[src/rtl/pts_regs.vh]
// Constants of the processor trap sequencer: vectors, opcodes, status word
// fields and timing counts. Assumes a 10 MHz processor clock.
`ifndef PTS_REGS_VH
`define PTS_REGS_VH

// Trap vector pairs: new PC at base, new status word at base + 2
`define PTS_VEC_BPT 16'h000C
`define PTS_VEC_IOT 16'h0010
`define PTS_VEC_RSVD 16'h0008
`define PTS_VEC_BUSERR 16'h0004
`define PTS_VEC_PFAIL 16'h0014
`define PTS_WORD_BYTES 16'h0002

// Opcodes handled here
`define PTS_OP_HALT 16'h0000
`define PTS_OP_WAIT 16'h0001
`define PTS_OP_RTI 16'h0002
`define PTS_OP_BPT 16'h0003
`define PTS_OP_IOT 16'h0004
`define PTS_OP_RTT 16'h0006
`define PTS_OP_JMP 16'h0040
`define PTS_MASK_JMP 16'hFFC0
`define PTS_OP_JSR 16'h0800
`define PTS_MASK_JSR 16'hFE00
`define PTS_MODE_REG 3'h0

// Status word fields
`define PTS_PS_T 4
`define PTS_PS_PRIO_HI 7
`define PTS_PS_PRIO_LO 5

// Lowest legal stack address for traps
`define PTS_STACK_LIMIT 16'h0100

// Timing
`define PTS_CLK_NS 100
`define PTS_TIMEOUT_NS 10000
`define PTS_TIMEOUT_CYC 16'h0064
`define PTS_PFAIL_NS 2000000
`define PTS_PFAIL_CYC 16'h4E20

`endif

[src/rtl/pts_bus_check.v]
// Bus reference checker: odd word address and no-response timeout.
// Assumes a requester holding req until ack, one clock, sync reset.
`timescale 1ns/10ps
`include "pts_regs.vh"

module pts_bus_check
(
    input wire clk,
    input wire rst_n,
    input wire req,
    input wire ack,
    input wire word,
    input wire [15:0] addr,
    output reg odd_err,
    output reg timeout_err
);

localparam [15:0] TO_CYC = `PTS_TIMEOUT_CYC;

reg [15:0] wait_cnt_reg;
reg odd_seen_reg;

always @(posedge clk)
begin
    if (!rst_n)
    begin
        wait_cnt_reg <= 16'h0000;
        odd_seen_reg <= 1'b0;
        odd_err <= 1'b0;
        timeout_err <= 1'b0;
    end
    else
    begin
        // One pulse per odd word reference
        odd_err <= req && word && addr[0] && !odd_seen_reg;
        odd_seen_reg <= req && word && addr[0];
        if (req && !ack)
            wait_cnt_reg <= wait_cnt_reg + 16'h0001;
        else
            wait_cnt_reg <= 16'h0000;
        timeout_err <= req && !ack && (wait_cnt_reg == TO_CYC - 16'h0001);
    end
end

endmodule

[src/rtl/pts_trap_sequencer.v]
// Trap and return sequencer: stacks status word and PC, loads vectors,
// runs the two return instructions and arbitrates trace and fault traps.
// Assumes a datapath that waits for resume before each fetch and
// system bus memory that answers with ack.
//
`timescale 1ns/10ps
`include "pts_regs.vh"

// Function
// - Breakpoint pushes status, PC; vector 14
// - I/O trap same stacking; vector 20
// - Condition flags come from vector status
// - Interrupt return pops PC then status
// - Trap return inhibits trace at its end
// - Interrupt return restoring trace traps immediately
// - Reserved opcode vector 10, illegal vector 4
// - Register-mode jump or call is illegal
// - Odd word or fetch address is bus error
// - Bus timeout errors trap through vector 4; during trap stacking or vector reads they halt
// - Trace bit traps after next instruction
// - Trace flag latches at traced fetch
// - Instruction or bus trap beats trace
// - Traced overflow: trace first, then overflow
// - Interrupt before traced fetch served first
// - Traced wait traps immediately
// - Traced halt stops; trap after next
// - Traced trap return defers trace trap
// - Power failure traps via 24 and 26
// - Priority: odd, timeout, instruction, trace, overflow, power, interrupt
// - Priority seven vector status blocks interrupts
// - Stack moves through R6 by words
module pts_trap_sequencer
#(
    parameter [15:0] PF_CYC = `PTS_PFAIL_CYC
)
(
    input wire clk,
    input wire rst_n,
    input wire fetch_valid,
    input wire [15:0] instr_word,
    input wire reserved_op,
    input wire exec_done,
    input wire dp_req,
    input wire dp_ack,
    input wire dp_word,
    input wire [15:0] dp_addr,
    input wire dp_stk_ovf,
    input wire [15:0] ps_cur,
    input wire [15:0] pc_cur,
    input wire [15:0] sp_cur,
    input wire intr_req,
    input wire [2:0] intr_prio,
    input wire [15:0] intr_vec,
    input wire pwr_fail,
    input wire console_cont,
    output reg intr_ack,
    output reg bus_req,
    output reg bus_we,
    output reg [15:0] bus_addr,
    output reg [15:0] bus_wdata,
    input wire [15:0] bus_rdata,
    input wire bus_ack,
    output reg dp_abort,
    output reg resume,
    output reg pc_load,
    output reg [15:0] pc_new,
    output reg ps_load,
    output reg [15:0] ps_new,
    output reg sp_load,
    output reg [15:0] sp_new,
    output reg halted,
    output reg waiting,
    output reg pwr_down
);

// ****************************************
// States and instruction classes
// ****************************************
localparam [3:0] S_IDLE = 4'h0;
localparam [3:0] S_CHECK = 4'h1;
localparam [3:0] S_PUSH_PS = 4'h2;
localparam [3:0] S_PUSH_PC = 4'h3;
localparam [3:0] S_RD_PC = 4'h4;
localparam [3:0] S_RD_PS = 4'h5;
localparam [3:0] S_LOAD = 4'h6;
localparam [3:0] S_POP_PC = 4'h7;
localparam [3:0] S_POP_PS = 4'h8;
localparam [3:0] S_WAIT = 4'h9;
localparam [3:0] S_HALT = 4'hA;

localparam [2:0] C_NONE = 3'h0;
localparam [2:0] C_TRAP = 3'h1;
localparam [2:0] C_RTI = 3'h2;
localparam [2:0] C_RTT = 3'h3;
localparam [2:0] C_WAIT = 3'h4;
localparam [2:0] C_HALT = 3'h5;

reg [3:0] state_reg;
reg [2:0] cls_reg;
reg [15:0] cls_vec_reg;
reg trace_flag_reg;
reg trace_inhibit_reg;
reg ovf_pend_reg;
reg ovf_trap_reg;
reg pf_pend_reg;
reg pf_prev_reg;
reg pf_cnt_run_reg;
reg [15:0] pf_cnt_reg;
reg [15:0] sp_reg;
reg [15:0] vec_reg;
reg [15:0] ps_stk_reg;
reg [15:0] pc_stk_reg;
reg [15:0] pc_pop_reg;

wire dp_odd;
wire dp_timeout;
wire own_odd;
wire own_timeout;
wire own_err = own_odd || own_timeout;

// ****************************************
// Bus reference checks
// ****************************************
pts_bus_check u_dp_check
(
    .clk(clk),
    .rst_n(rst_n),
    .req(dp_req),
    .ack(dp_ack),
    .word(dp_word),
    .addr(dp_addr),
    .odd_err(dp_odd),
    .timeout_err(dp_timeout)
);

pts_bus_check u_own_check
(
    .clk(clk),
    .rst_n(rst_n),
    .req(bus_req),
    .ack(bus_ack),
    .word(1'b1),
    .addr(bus_addr),
    .odd_err(own_odd),
    .timeout_err(own_timeout)
);

// ****************************************
// Decode at fetch
// ****************************************
wire is_jmp_reg = ((instr_word & `PTS_MASK_JMP) == `PTS_OP_JMP) &&
    (instr_word[5:3] == `PTS_MODE_REG);
wire is_jsr_reg = ((instr_word & `PTS_MASK_JSR) == `PTS_OP_JSR) &&
    (instr_word[5:3] == `PTS_MODE_REG);
wire is_illegal = is_jmp_reg || is_jsr_reg;

wire intr_ok = intr_req && (intr_prio > ps_cur[`PTS_PS_PRIO_HI:`PTS_PS_PRIO_LO]);
wire push_low = (sp_reg - `PTS_WORD_BYTES) < `PTS_STACK_LIMIT;
wire [15:0] sp_dec = sp_reg - `PTS_WORD_BYTES;
wire [15:0] sp_inc = sp_reg + `PTS_WORD_BYTES;

// ****************************************
// Sequencer
// ****************************************
always @(posedge clk)
begin
    if (!rst_n)
    begin
        state_reg <= S_IDLE;
        cls_reg <= C_NONE;
        cls_vec_reg <= 16'h0000;
        trace_flag_reg <= 1'b0;
        trace_inhibit_reg <= 1'b0;
        ovf_pend_reg <= 1'b0;
        ovf_trap_reg <= 1'b0;
        pf_pend_reg <= 1'b0;
        pf_prev_reg <= 1'b0;
        pf_cnt_run_reg <= 1'b0;
        pf_cnt_reg <= 16'h0000;
        sp_reg <= 16'h0000;
        vec_reg <= 16'h0000;
        ps_stk_reg <= 16'h0000;
        pc_stk_reg <= 16'h0000;
        pc_pop_reg <= 16'h0000;
        intr_ack <= 1'b0;
        bus_req <= 1'b0;
        bus_we <= 1'b0;
        bus_addr <= 16'h0000;
        bus_wdata <= 16'h0000;
        dp_abort <= 1'b0;
        resume <= 1'b0;
        pc_load <= 1'b0;
        pc_new <= 16'h0000;
        ps_load <= 1'b0;
        ps_new <= 16'h0000;
        sp_load <= 1'b0;
        sp_new <= 16'h0000;
        halted <= 1'b0;
        waiting <= 1'b0;
        pwr_down <= 1'b0;
    end
    else
    begin
        intr_ack <= 1'b0;
        dp_abort <= 1'b0;
        resume <= 1'b0;
        pc_load <= 1'b0;
        ps_load <= 1'b0;
        sp_load <= 1'b0;
        pf_prev_reg <= pwr_fail;
        // Power fail edge pends until its trap is taken
        if (pwr_fail && !pf_prev_reg)
            pf_pend_reg <= 1'b1;
        // Shutdown window after the power fail trap
        if (pf_cnt_run_reg)
        begin
            if (pf_cnt_reg == PF_CYC - 16'h0001)
            begin
                pwr_down <= 1'b1;
                pf_cnt_run_reg <= 1'b0;
            end
            else
                pf_cnt_reg <= pf_cnt_reg + 16'h0001;
        end
        // A traced overflow is left for the trace stacking to meet again
        if (dp_stk_ovf && !trace_flag_reg)
            ovf_pend_reg <= 1'b1;
        case (state_reg)
        S_IDLE:
        begin
            sp_reg <= sp_cur;
            ps_stk_reg <= ps_cur;
            pc_stk_reg <= pc_cur;
            if (fetch_valid)
            begin
                trace_flag_reg <= ps_cur[`PTS_PS_T];
                cls_reg <= C_NONE;
                if (instr_word == `PTS_OP_BPT)
                begin
                    cls_reg <= C_TRAP;
                    cls_vec_reg <= `PTS_VEC_BPT;
                end
                else if (instr_word == `PTS_OP_IOT)
                begin
                    cls_reg <= C_TRAP;
                    cls_vec_reg <= `PTS_VEC_IOT;
                end
                else if (reserved_op)
                begin
                    cls_reg <= C_TRAP;
                    cls_vec_reg <= `PTS_VEC_RSVD;
                end
                else if (is_illegal)
                begin
                    cls_reg <= C_TRAP;
                    cls_vec_reg <= `PTS_VEC_BUSERR;
                end
                else if (instr_word == `PTS_OP_RTI)
                    cls_reg <= C_RTI;
                else if (instr_word == `PTS_OP_RTT)
                    cls_reg <= C_RTT;
                else if (instr_word == `PTS_OP_WAIT)
                    cls_reg <= C_WAIT;
                else if (instr_word == `PTS_OP_HALT)
                    cls_reg <= C_HALT;
            end
            if (dp_odd || dp_timeout)
            begin
                // Fault aborts the instruction; trace is dropped
                dp_abort <= 1'b1;
                trace_flag_reg <= 1'b0;
                vec_reg <= `PTS_VEC_BUSERR;
                ovf_trap_reg <= 1'b0;
                state_reg <= S_PUSH_PS;
            end
            else if (exec_done)
            begin
                if (cls_reg == C_TRAP)
                begin
                    trace_flag_reg <= 1'b0;
                    vec_reg <= cls_vec_reg;
                    ovf_trap_reg <= 1'b0;
                    state_reg <= S_PUSH_PS;
                end
                else if (cls_reg == C_RTI || cls_reg == C_RTT)
                    state_reg <= S_POP_PC;
                else if (cls_reg == C_HALT)
                begin
                    trace_flag_reg <= 1'b0;
                    halted <= 1'b1;
                    state_reg <= S_HALT;
                end
                else
                    state_reg <= S_CHECK;
            end
        end
        S_CHECK:
        begin
            // Boundary: trace, overflow, power fail, interrupt, wait
            trace_inhibit_reg <= 1'b0;
            // Values popped by a return reach the datapath only now
            ps_stk_reg <= ps_load ? ps_new : ps_cur;
            pc_stk_reg <= pc_load ? pc_new : pc_cur;
            sp_reg <= sp_load ? sp_new : sp_cur;
            ovf_trap_reg <= 1'b0;
            if (trace_flag_reg && !trace_inhibit_reg)
            begin
                trace_flag_reg <= 1'b0;
                vec_reg <= `PTS_VEC_BPT;
                state_reg <= S_PUSH_PS;
            end
            else if (ovf_pend_reg)
            begin
                ovf_pend_reg <= dp_stk_ovf && !trace_flag_reg;
                ovf_trap_reg <= 1'b1;
                vec_reg <= `PTS_VEC_BUSERR;
                state_reg <= S_PUSH_PS;
            end
            else if (pf_pend_reg && !(pwr_fail && !pf_prev_reg))
            begin
                pf_pend_reg <= 1'b0;
                pf_cnt_run_reg <= 1'b1;
                pf_cnt_reg <= 16'h0000;
                vec_reg <= `PTS_VEC_PFAIL;
                state_reg <= S_PUSH_PS;
            end
            else if (intr_ok)
            begin
                intr_ack <= 1'b1;
                vec_reg <= intr_vec;
                waiting <= 1'b0;
                state_reg <= S_PUSH_PS;
            end
            else if (cls_reg == C_WAIT)
            begin
                waiting <= 1'b1;
                state_reg <= S_WAIT;
            end
            else
            begin
                resume <= 1'b1;
                state_reg <= S_IDLE;
            end
        end
        S_WAIT:
        begin
            if (intr_ok || pf_pend_reg)
            begin
                cls_reg <= C_NONE;
                state_reg <= S_CHECK;
            end
        end
        S_HALT:
        begin
            if (console_cont)
            begin
                halted <= 1'b0;
                resume <= 1'b1;
                state_reg <= S_IDLE;
            end
        end
        S_PUSH_PS, S_PUSH_PC:
        begin
            if (own_err)
            begin
                bus_req <= 1'b0;
                halted <= 1'b1;
                state_reg <= S_HALT;
            end
            else if (!bus_req)
            begin
                bus_req <= 1'b1;
                bus_we <= 1'b1;
                bus_addr <= sp_dec;
                bus_wdata <= (state_reg == S_PUSH_PS) ? ps_stk_reg : pc_stk_reg;
                if (push_low && !ovf_trap_reg)
                    ovf_pend_reg <= 1'b1;
            end
            else if (bus_ack)
            begin
                bus_req <= 1'b0;
                sp_reg <= sp_dec;
                state_reg <= (state_reg == S_PUSH_PS) ? S_PUSH_PC : S_RD_PC;
            end
        end
        S_RD_PC, S_RD_PS:
        begin
            if (own_err)
            begin
                bus_req <= 1'b0;
                halted <= 1'b1;
                state_reg <= S_HALT;
            end
            else if (!bus_req)
            begin
                bus_req <= 1'b1;
                bus_we <= 1'b0;
                bus_addr <= (state_reg == S_RD_PC) ? vec_reg : vec_reg + `PTS_WORD_BYTES;
            end
            else if (bus_ack)
            begin
                bus_req <= 1'b0;
                if (state_reg == S_RD_PC)
                begin
                    pc_new <= bus_rdata;
                    state_reg <= S_RD_PS;
                end
                else
                begin
                    ps_new <= bus_rdata;
                    state_reg <= S_LOAD;
                end
            end
        end
        S_LOAD:
        begin
            pc_load <= 1'b1;
            ps_load <= 1'b1;
            sp_load <= 1'b1;
            sp_new <= sp_reg;
            cls_reg <= C_NONE;
            if (ovf_pend_reg && !ovf_trap_reg)
            begin
                // Overflow met while stacking: trap again from new state
                ovf_pend_reg <= dp_stk_ovf && !trace_flag_reg;
                ovf_trap_reg <= 1'b1;
                ps_stk_reg <= ps_new;
                pc_stk_reg <= pc_new;
                vec_reg <= `PTS_VEC_BUSERR;
                state_reg <= S_PUSH_PS;
            end
            else
            begin
                // Interrupts may be taken from the next boundary on
                resume <= 1'b1;
                state_reg <= S_IDLE;
            end
        end
        S_POP_PC, S_POP_PS:
        begin
            if (own_err)
            begin
                bus_req <= 1'b0;
                trace_flag_reg <= 1'b0;
                vec_reg <= `PTS_VEC_BUSERR;
                ovf_trap_reg <= 1'b0;
                state_reg <= S_PUSH_PS;
            end
            else if (!bus_req)
            begin
                bus_req <= 1'b1;
                bus_we <= 1'b0;
                bus_addr <= sp_reg;
            end
            else if (bus_ack)
            begin
                bus_req <= 1'b0;
                sp_reg <= sp_inc;
                if (state_reg == S_POP_PC)
                begin
                    pc_pop_reg <= bus_rdata;
                    state_reg <= S_POP_PS;
                end
                else
                begin
                    pc_new <= pc_pop_reg;
                    ps_new <= bus_rdata;
                    pc_load <= 1'b1;
                    ps_load <= 1'b1;
                    sp_load <= 1'b1;
                    sp_new <= sp_inc;
                    if (cls_reg == C_RTT)
                        trace_inhibit_reg <= 1'b1;
                    else if (bus_rdata[`PTS_PS_T])
                        trace_flag_reg <= 1'b1;
                    cls_reg <= C_NONE;
                    state_reg <= S_CHECK;
                end
            end
        end
        default:
        begin
            state_reg <= S_IDLE;
        end
        endcase
    end
end

endmodule

[config.mk]
export PLATFORM = sky130hd
export DESIGN_NAME = pts_trap_sequencer
export DESIGN_NICKNAME = d
export VERILOG_FILES = /design/src/rtl/pts_bus_check.v /design/src/rtl/pts_trap_sequencer.v
export VERILOG_INCLUDE_DIRS = /design/src /design/src/rtl
export SDC_FILE = /design/constraint.sdc
export NUM_CORES = 1
export LEC_CHECK = 0
export ABC_AREA = 1
export ABC_CLOCK_PERIOD_IN_PS = 2150
export BUFFER_PORTS_ARGS = -buffer_cell sky130_fd_sc_hd__buf_2
export CAP_MARGIN = 20
export CORE_UTILIZATION = 57
export CTS_CLUSTER_DIAMETER = 200
export DETAILED_ROUTE_END_ITERATION = 10
export PLACE_DENSITY = 0.91
export SLEW_MARGIN = 40
export SYNTH_ARGS = -nofsm -noshare
export SYNTH_HDL_FRONTEND = slang
export SYNTH_HIERARCHICAL = 1
export SYNTH_SLANG_ARGS = --single-unit
[constraint.sdc]
create_clock -name clk -period 2.15 [get_ports clk]
set_input_delay 0.1075 -clock clk [delete_from_list [all_inputs] [get_ports clk]]
set_output_delay 0.1075 -clock clk [all_outputs]
set_load 0.01 [all_outputs]
==> out/metrics.cfg, run 1 <==
[run_status]
status = finished clean

[layout]
synthToLayoutAreaGrowth_pct = 26.7
final_nets = 2357
final_common_cell = nand2_1
n_fill_cell = 1562
fin_area_sq_um = 16100
final_cell_mix = nand2_1, dfxtp_1, nor2_1, inv_1, buf_2
drive_gt1_share_pct = 17.7

[timing]
relSlewSlack_pct = 54.4
slew_viol_final = 0
tns_ps = 0
finalHoldViolations = 0
setup_viol = 0
final.setup_skew_ps = 16.1
fin_ws_ps = 41.4
min_period_ps = 2110
tightest_slew_ps = 677
max_freq_ghz = 0.474
finalCritPeriodShare_pct = 98.1
rsz0062_at_grt = true

[worst_setup_path]
crit_required_ps = 2610
crit_family = simple AND/OR/NAND/NOR gates
cp_num_buf_inv = 3
r2r_end = ps_new[15]
critPathKind = register to register
rr_startpoint = state_reg[2]
arrival_ps = 2570
reg2reg_setup_slack_ps = 40
path_cells = buf_4, nand2_2, nor2_2, inv_1, o21ai_1, nor2_2, inv_1, nor2_1, nor2_1
crit_slowest_cell = inv_1
crit_path_max_incr_delay_ps = 390
cp_max_fo = 15
crit_path_start_kind = register
worstRegToRegCells = 9
endpoint_kind = register

[detailed_routing]
vias = 15000
drt_wl_total_mm = 45.0
routedWlPerCell_microns = 17.8
drtIter0Drc = 1714
viasPerCell = 5.96
drtPass1Iterations = 7
ant_nets = 0
drc_errors = 0

[worst_hold_path]
hold_class = primary input to register
hold_end = vec_reg[2]
hp-start = intr_vec[2]
min_path_cells = 5

[flow_run]
maxCapViolations = 0

[synthesis]
synth-adder-area-share_pct = 1.08
synth_flop_cell = dfxtp_1
synth_area_sq_um = 12700
synth_top_family_by_area = simple AND/OR/NAND/NOR gates
ys_ff_latch = 240
ys_async_sr_fraction_pct = 0
synth_fp_nets = 2062
yosysUniqueCellTypes = 51
synthMuxAreaShare_pct = 0
synth_edf_count = 0
synth_xor_area_share_pct = 0.826
synth-compound-area-share_pct = 20.4
synth-simple-area-share_pct = 29.8
syn_inst = 1923
synth_warnings = 6
syn_avg_cell_area_sq_um = 6.61
synth_seq_area_share_pct = 37.8

[clock_network]
clk_pin_slew_worst_paths_ps = 60
clockBufferDepth = 3
cts-root-buf = clkbuf_16
cts_sinks = 240
h-tree-depth = 1
clock_latency_ps = 550
numCtsBuffers = 26
tritoncts = built

[placed_design]
dpl_worst_slack_ps = 10.4
post-dp-hpwl_mm = 28.6
place.gp.congestion = 0.973
portBuffers = 203
placed_area_sq_um = 14200

[power]
ir_drop_mv = 0.787
p_per_area_nw_per_um2 = 1130
p_leak_uw = 0.00731

[die]
start_util_pct = 58.3
rows = 54
die_h_microns = 151
fp.dieW_microns = 151
ios = 219
dieArea_sq_um = 22900
core_area_sq_um = 21800

[grt]
grt-ovfl-total = 0
grt_pass1_wl_mm = 70.0
grt_pass1_vias = 13800
antenna_found_initial = 1
grtUsageTotal_pct = 38.5
grt_max_degree = 85

[through the flow]
stage / power [uW] / utilization, % / std cells / hold slack (ps)
5_1_grt: 19000 / 73.7 / 2519 / 21.9
2_1_floorplan: 10400 / - / 1923 / 201
3_5_place_dp: 12500 / 64.9 / 2375 / 321
4_1_cts: 17500 / 73.2 / 2511 / 5.12
3_3_place_gp: 12300 / 64.9 / 2375 / 306
6_report: 18100 / 73.8 / 2524 / 4.14
[worst max-delay path by stage]
stage                       from  depth (start not counted)         end
floorplan           state_reg[2]                         13   sp_reg[1]
global placement    state_reg[3]                         10   pc_new[9]
detailed placement  state_reg[3]                         10  pc_new[10]
CTS                 state_reg[2]                         11   pc_new[6]
global route        state_reg[2]                          9  ps_new[15]
finish              state_reg[2]                          9  ps_new[15]
[synth_stat cells, types with 16 or more instances]
cell	number	area share, %
nand2_1	412	12
dfxtp_1	240	38
nor2_1	229	6.8
inv_1	224	6.6
a21oi_1	171	6.7
o21ai_0	166	6.5
nand3_1	127	5.0
clkbuf_1	60	1.8
o211ai_1	52	3.1
nand4_1	34	1.7
nor3_1	22	0.87
o22ai_1	18	0.89
buf_2	16	0.63
nand2_2	16	0.79
[power by group]
part / total, uW / switching (uW) / internal [uW] / leakage, uW
Combinational: 6930 / 4490 / 2430 / 0.00490
Clock: 4890 / 1940 / 2950 / 0.000450
Sequential: 6330 / 957 / 5380 / 0.00196
Total: 18100 / 7390 / 10800 / 0.00731
[timing repair]
action | in CTS | in global routing
pin swaps | 0 | 2
resized for setup | 3 | 20
buffers inserted | 0 | 6
cloned | 1 | 1
hold buffers | 87 | 0
endpoints found under the setup margin | 2 | 61
endpoints found under the hold margin | 129 | 0
[worst register-to-register path, stage by stage (launching register included)]
cell and delay (ps):
dfxtp_1 340, buf_4 140, nand2_2 100, nor2_2 230, inv_1 120, o21ai_1 350
nor2_2 140, inv_1 390, nor2_1 110, nor2_1 140
[layer usage]
| metal | routed length (microns) | part of all wire, % | GRT usage, % | vias up |
|---|---|---|---|---|
| met5 | 0 | 0 | 0 | - |
| met4 | 3030 | 6.7 | 20.8 | 0 |
| met3 | 4660 | 10 | 8.34 | 286 |
| met2 | 20700 | 46 | 63.2 | 1080 |
| met1 | 16600 | 37 | 46.7 | 6753 |
| li1 | - | - | - | 6923 |
[cell families after synthesis]
group,after synthesis
AO/OA/AOI/OAI,458
flip-flops,240
buffers and inverters,324
AND/OR/NAND/NOR,877
other,1
XOR/XNOR,12
adder cells (fa/ha/maj),11
[area by class of cell]
cell class / count / area [sq um] / area share (%)
clock inverter: 12 / 168 / 1.04
sequential: 240 / 4810 / 29.8
tap: 280 / 350 / 2.18
inverter: 239 / 908 / 5.64
antenna: 6 / 15.0 / 0.0932
timing repair inverter: 1 / 7.51 / 0.0466
clock buffer: 36 / 759 / 4.72
timing repair buffer: 351 / 2420 / 15.0
multi-input combinational: 1359 / 6670 / 41.4
No activity file was read; power rests on OpenSTA's default activity.
==> run 2, diff against run 1 <==
--- a/config.mk
+++ b/config.mk
@@ -10,7 +10,9 @@
 export ABC_CLOCK_PERIOD_IN_PS = 2150
 export BUFFER_PORTS_ARGS = -buffer_cell sky130_fd_sc_hd__buf_2
 export CAP_MARGIN = 20
-export CORE_UTILIZATION = 57
+export CELL_PAD_IN_SITES_DETAIL_PLACEMENT = 0
+export CELL_PAD_IN_SITES_GLOBAL_PLACEMENT = 2
+export CORE_UTILIZATION = 31
 export CTS_CLUSTER_DIAMETER = 200
 export DETAILED_ROUTE_END_ITERATION = 10
 export PLACE_DENSITY = 0.91
==> out/metrics.cfg, run 2 (synthesis results as in run 1) <==
[run_status]
status = finished clean  ; unchanged

[worst_hold_path]
hold_end = cls_reg[2]  ; was vec_reg[2]
hold_class = primary input to register  ; unchanged
min_path_cells = 6  ; was 5
hp-start = instr_word[3]  ; was intr_vec[2]

[worst_setup_path]
crit_path_max_incr_delay_ps = 370  ; was 390 ps
cp_max_fo = 6  ; was 15
arrival_ps = 2500  ; was 2570 ps
endpoint_kind = register  ; unchanged
r2r_end = bus_addr[11]  ; was ps_new[15]
crit_slowest_cell = dfxtp_1  ; was inv_1
crit_path_start_kind = register  ; unchanged
crit_family = simple AND/OR/NAND/NOR gates  ; unchanged
rr_startpoint = sp_reg[2]  ; was state_reg[2]
reg2reg_setup_slack_ps = 150  ; was 40 ps
path_cells = inv_1, ha_1, nand3_1, nor2_1, inv_1, o21ai_0, nand3_1, a21oi_1, nand2_1, a21oi_1  ; was buf_4, nand2_2, nor2_2, inv_1, o21ai_1, nor2_2, inv_1, nor2_1, nor2_1
crit_required_ps = 2660  ; was 2610 ps
worstRegToRegCells = 10  ; was 9
critPathKind = register to register  ; unchanged
cp_num_buf_inv = 2  ; was 3

[power]
p_leak_uw = 0.00734  ; was 0.00731 uW
switching_share_pct = 40.0  ; was 40.7%
p_per_area_nw_per_um2 = 1080  ; was 1130 nW/um^2
p_int_uw = 10700  ; was 10800 uW
ir_drop_mv = 0.738  ; was 0.787 mV
seqPwrFrac_pct = 35.5  ; was 34.9%
p_clk_share_pct = 27.1  ; was 26.9%
netSwitchingPower_uw = 7100  ; was 7390 uW
p_comb_share_pct = 37.4  ; was 38.2%

[timing]
finalHoldViolations = 0  ; unchanged
finalCritPeriodShare_pct = 92.8  ; was 98.1%
fin_ws_ps = 154  ; was 41.4 ps
tightest_slew_ps = 542  ; was 677 ps
max_freq_ghz = 0.501  ; was 0.474 GHz
tns_ps = 0  ; unchanged
rsz0062_at_grt = false  ; was true
slew_viol_final = 0  ; unchanged
min_period_ps = 2000  ; was 2110 ps
relSlewSlack_pct = 63.9  ; was 54.4%
setup_viol = 0  ; unchanged
final.setup_skew_ps = 9.77  ; was 16.1 ps

[grt]
grt_pass1_wl_mm = 68.6  ; was 70.0 mm
grt_max_degree = 116  ; was 85
grt-ovfl-total = 0  ; unchanged
grtUsageTotal_pct = 20.5  ; was 38.5%
antenna_found_initial = 1  ; unchanged
grt_pass1_vias = 12800  ; was 13800

[die]
fp.dieW_microns = 205  ; was 151 microns
ios = 219  ; unchanged
die_h_microns = 205  ; was 151 microns
start_util_pct = 31.7  ; was 58.3%
dieArea_sq_um = 41800  ; was 22900 sq um
core_area_sq_um = 40100  ; was 21800 sq um
rows = 73  ; was 54

[detailed_routing]
ant_nets = 0  ; unchanged
viasPerCell = 4.86  ; was 5.96
drc_errors = 0  ; unchanged
drt_wl_total_mm = 43.4  ; was 45.0 mm
routedWlPerCell_microns = 15.7  ; was 17.8 microns
drtIter0Drc = 833  ; was 1714
vias = 13500  ; was 15000
drtPass1Iterations = 5  ; was 7

[placed_design]
dp_cells = 2625  ; was 2375
place.gp.congestion = 0.917  ; was 0.973
portBuffers = 203  ; unchanged
dpl_worst_slack_ps = 66.0  ; was 10.4 ps
post-dp-hpwl_mm = 32.2  ; was 28.6 mm

[clock_network]
clk_pin_slew_worst_paths_ps = 60  ; about the same
h-tree-depth = 1  ; unchanged
cts-root-buf = clkbuf_16  ; unchanged
tritoncts = built  ; unchanged
cts_sinks = 240  ; unchanged
clock_latency_ps = 580  ; was 550 ps
clockBufferDepth = 3  ; unchanged
numCtsBuffers = 29  ; was 26

[layout]
multiInputGateArea_sq_um = 6660  ; was 6670 sq um
final_nets = 2366  ; was 2357
ff_latch_area_sq_um = 4810  ; about the same
synthToLayoutAreaGrowth_pct = 29.1  ; was 26.7%
n_fill_cell = 4254  ; was 1562
final_cell_mix = nand2_1, dfxtp_1, nor2_1, inv_1, buf_2  ; unchanged
stdcell_count = 2771  ; was 2524
final_common_cell = nand2_1  ; unchanged
drive_gt1_share_pct = 17.5  ; was 17.7%

[flow_run]
maxCapViolations = 0  ; unchanged

-- run 2: cell types whose count changed in the layout (fill, tap and decap cells not counted), sizes merged --
cell,previous run,this run
diode,6,1
clkinv,8,5
inv,234,237
clkinvlp,6,1
clkbuf,37,44
bufinv,4,1
buf,263,268
dlygate4sd3,87,90
-- run 2: through the flow --
step / util [%] / hold slack (ps) / total power (uW) / cell area, sq um
after global routing: 41.0 / 53.3 / 19000 / 16400
after CTS: 40.7 / 0.422 / 17800 / 16300
after floorplan: - / 201 / 10400 / 12700
after detailed placement: 36.2 / 313 / 12700 / 14500
after global placement: 36.2 / 307 / 12700 / 14500
final: 41.0 / 11.0 / 17800 / 16400
-- run 2: layout make-up --
| cell class | count | area share, % |
|---|---|---|
| multi-input cells | 1359 | 40.6 |
| diodes | 1 | 0.0152 |
| clock buffers | 44 | 5.19 |
| inverters | 239 | 5.49 |
| clock inverters | 5 | 0.396 |
| repair buffers | 358 | 15.1 |
| flip-flops and latches | 240 | 29.3 |
| well taps | 525 | 4.00 |
-- run 2: how the worst max path moves through the flow --
stage	start	end	depth (start not counted)
global route	state_reg[2]	pc_new[5]	11
CTS	state_reg[0]	vec_reg[0]	12
detailed placement	state_reg[0]	vec_reg[1]	12
finish	sp_reg[2]	bus_addr[11]	10
floorplan	state_reg[2]	sp_reg[1]	13
global placement	state_reg[0]	vec_reg[0]	12
-- run 2: power by group through the flow --
stage          logic [uW]  clock network, uW  registers (uW)
6_report             6650               4810            6310
5_1_grt              7480               5130            6430
4_1_cts              6520               4970            6300
3_5_place_dp         6370                  0            6370
3_3_place_gp         6320                  0            6380
2_1_floorplan        4270                  0            6110
-- run 2: per-layer routing --
| layer | track usage, % | vias up | routed length [microns] |
|---|---|---|---|
| li1 | - | 6930 | - |
| met1 | 26.8 | 6133 | 19700 |
| met2 | 33.9 | 328 | 20100 |
| met3 | 4.12 | 73 | 2450 |
| met4 | 5.70 | 0 | 1100 |
| met5 | 0 | - | 0 |
-- run 2: what timing repair did --
action	CTS	global route
setup endpoints to repair	0	107
buffers inserted	0	6
endpoints found under the hold margin	160	0
gates resized for setup	0	11
hold buffers	90	0
-- run 2: worst register-to-register path, cell delays in order, from the launching register on --
cell,delay (ps)
dfxtp_1,370
inv_1,130
ha_1,200
nand3_1,130
nor2_1,170
inv_1,70
o21ai_0,220
nand3_1,190
a21oi_1,240
nand2_1,90
a21oi_1,120
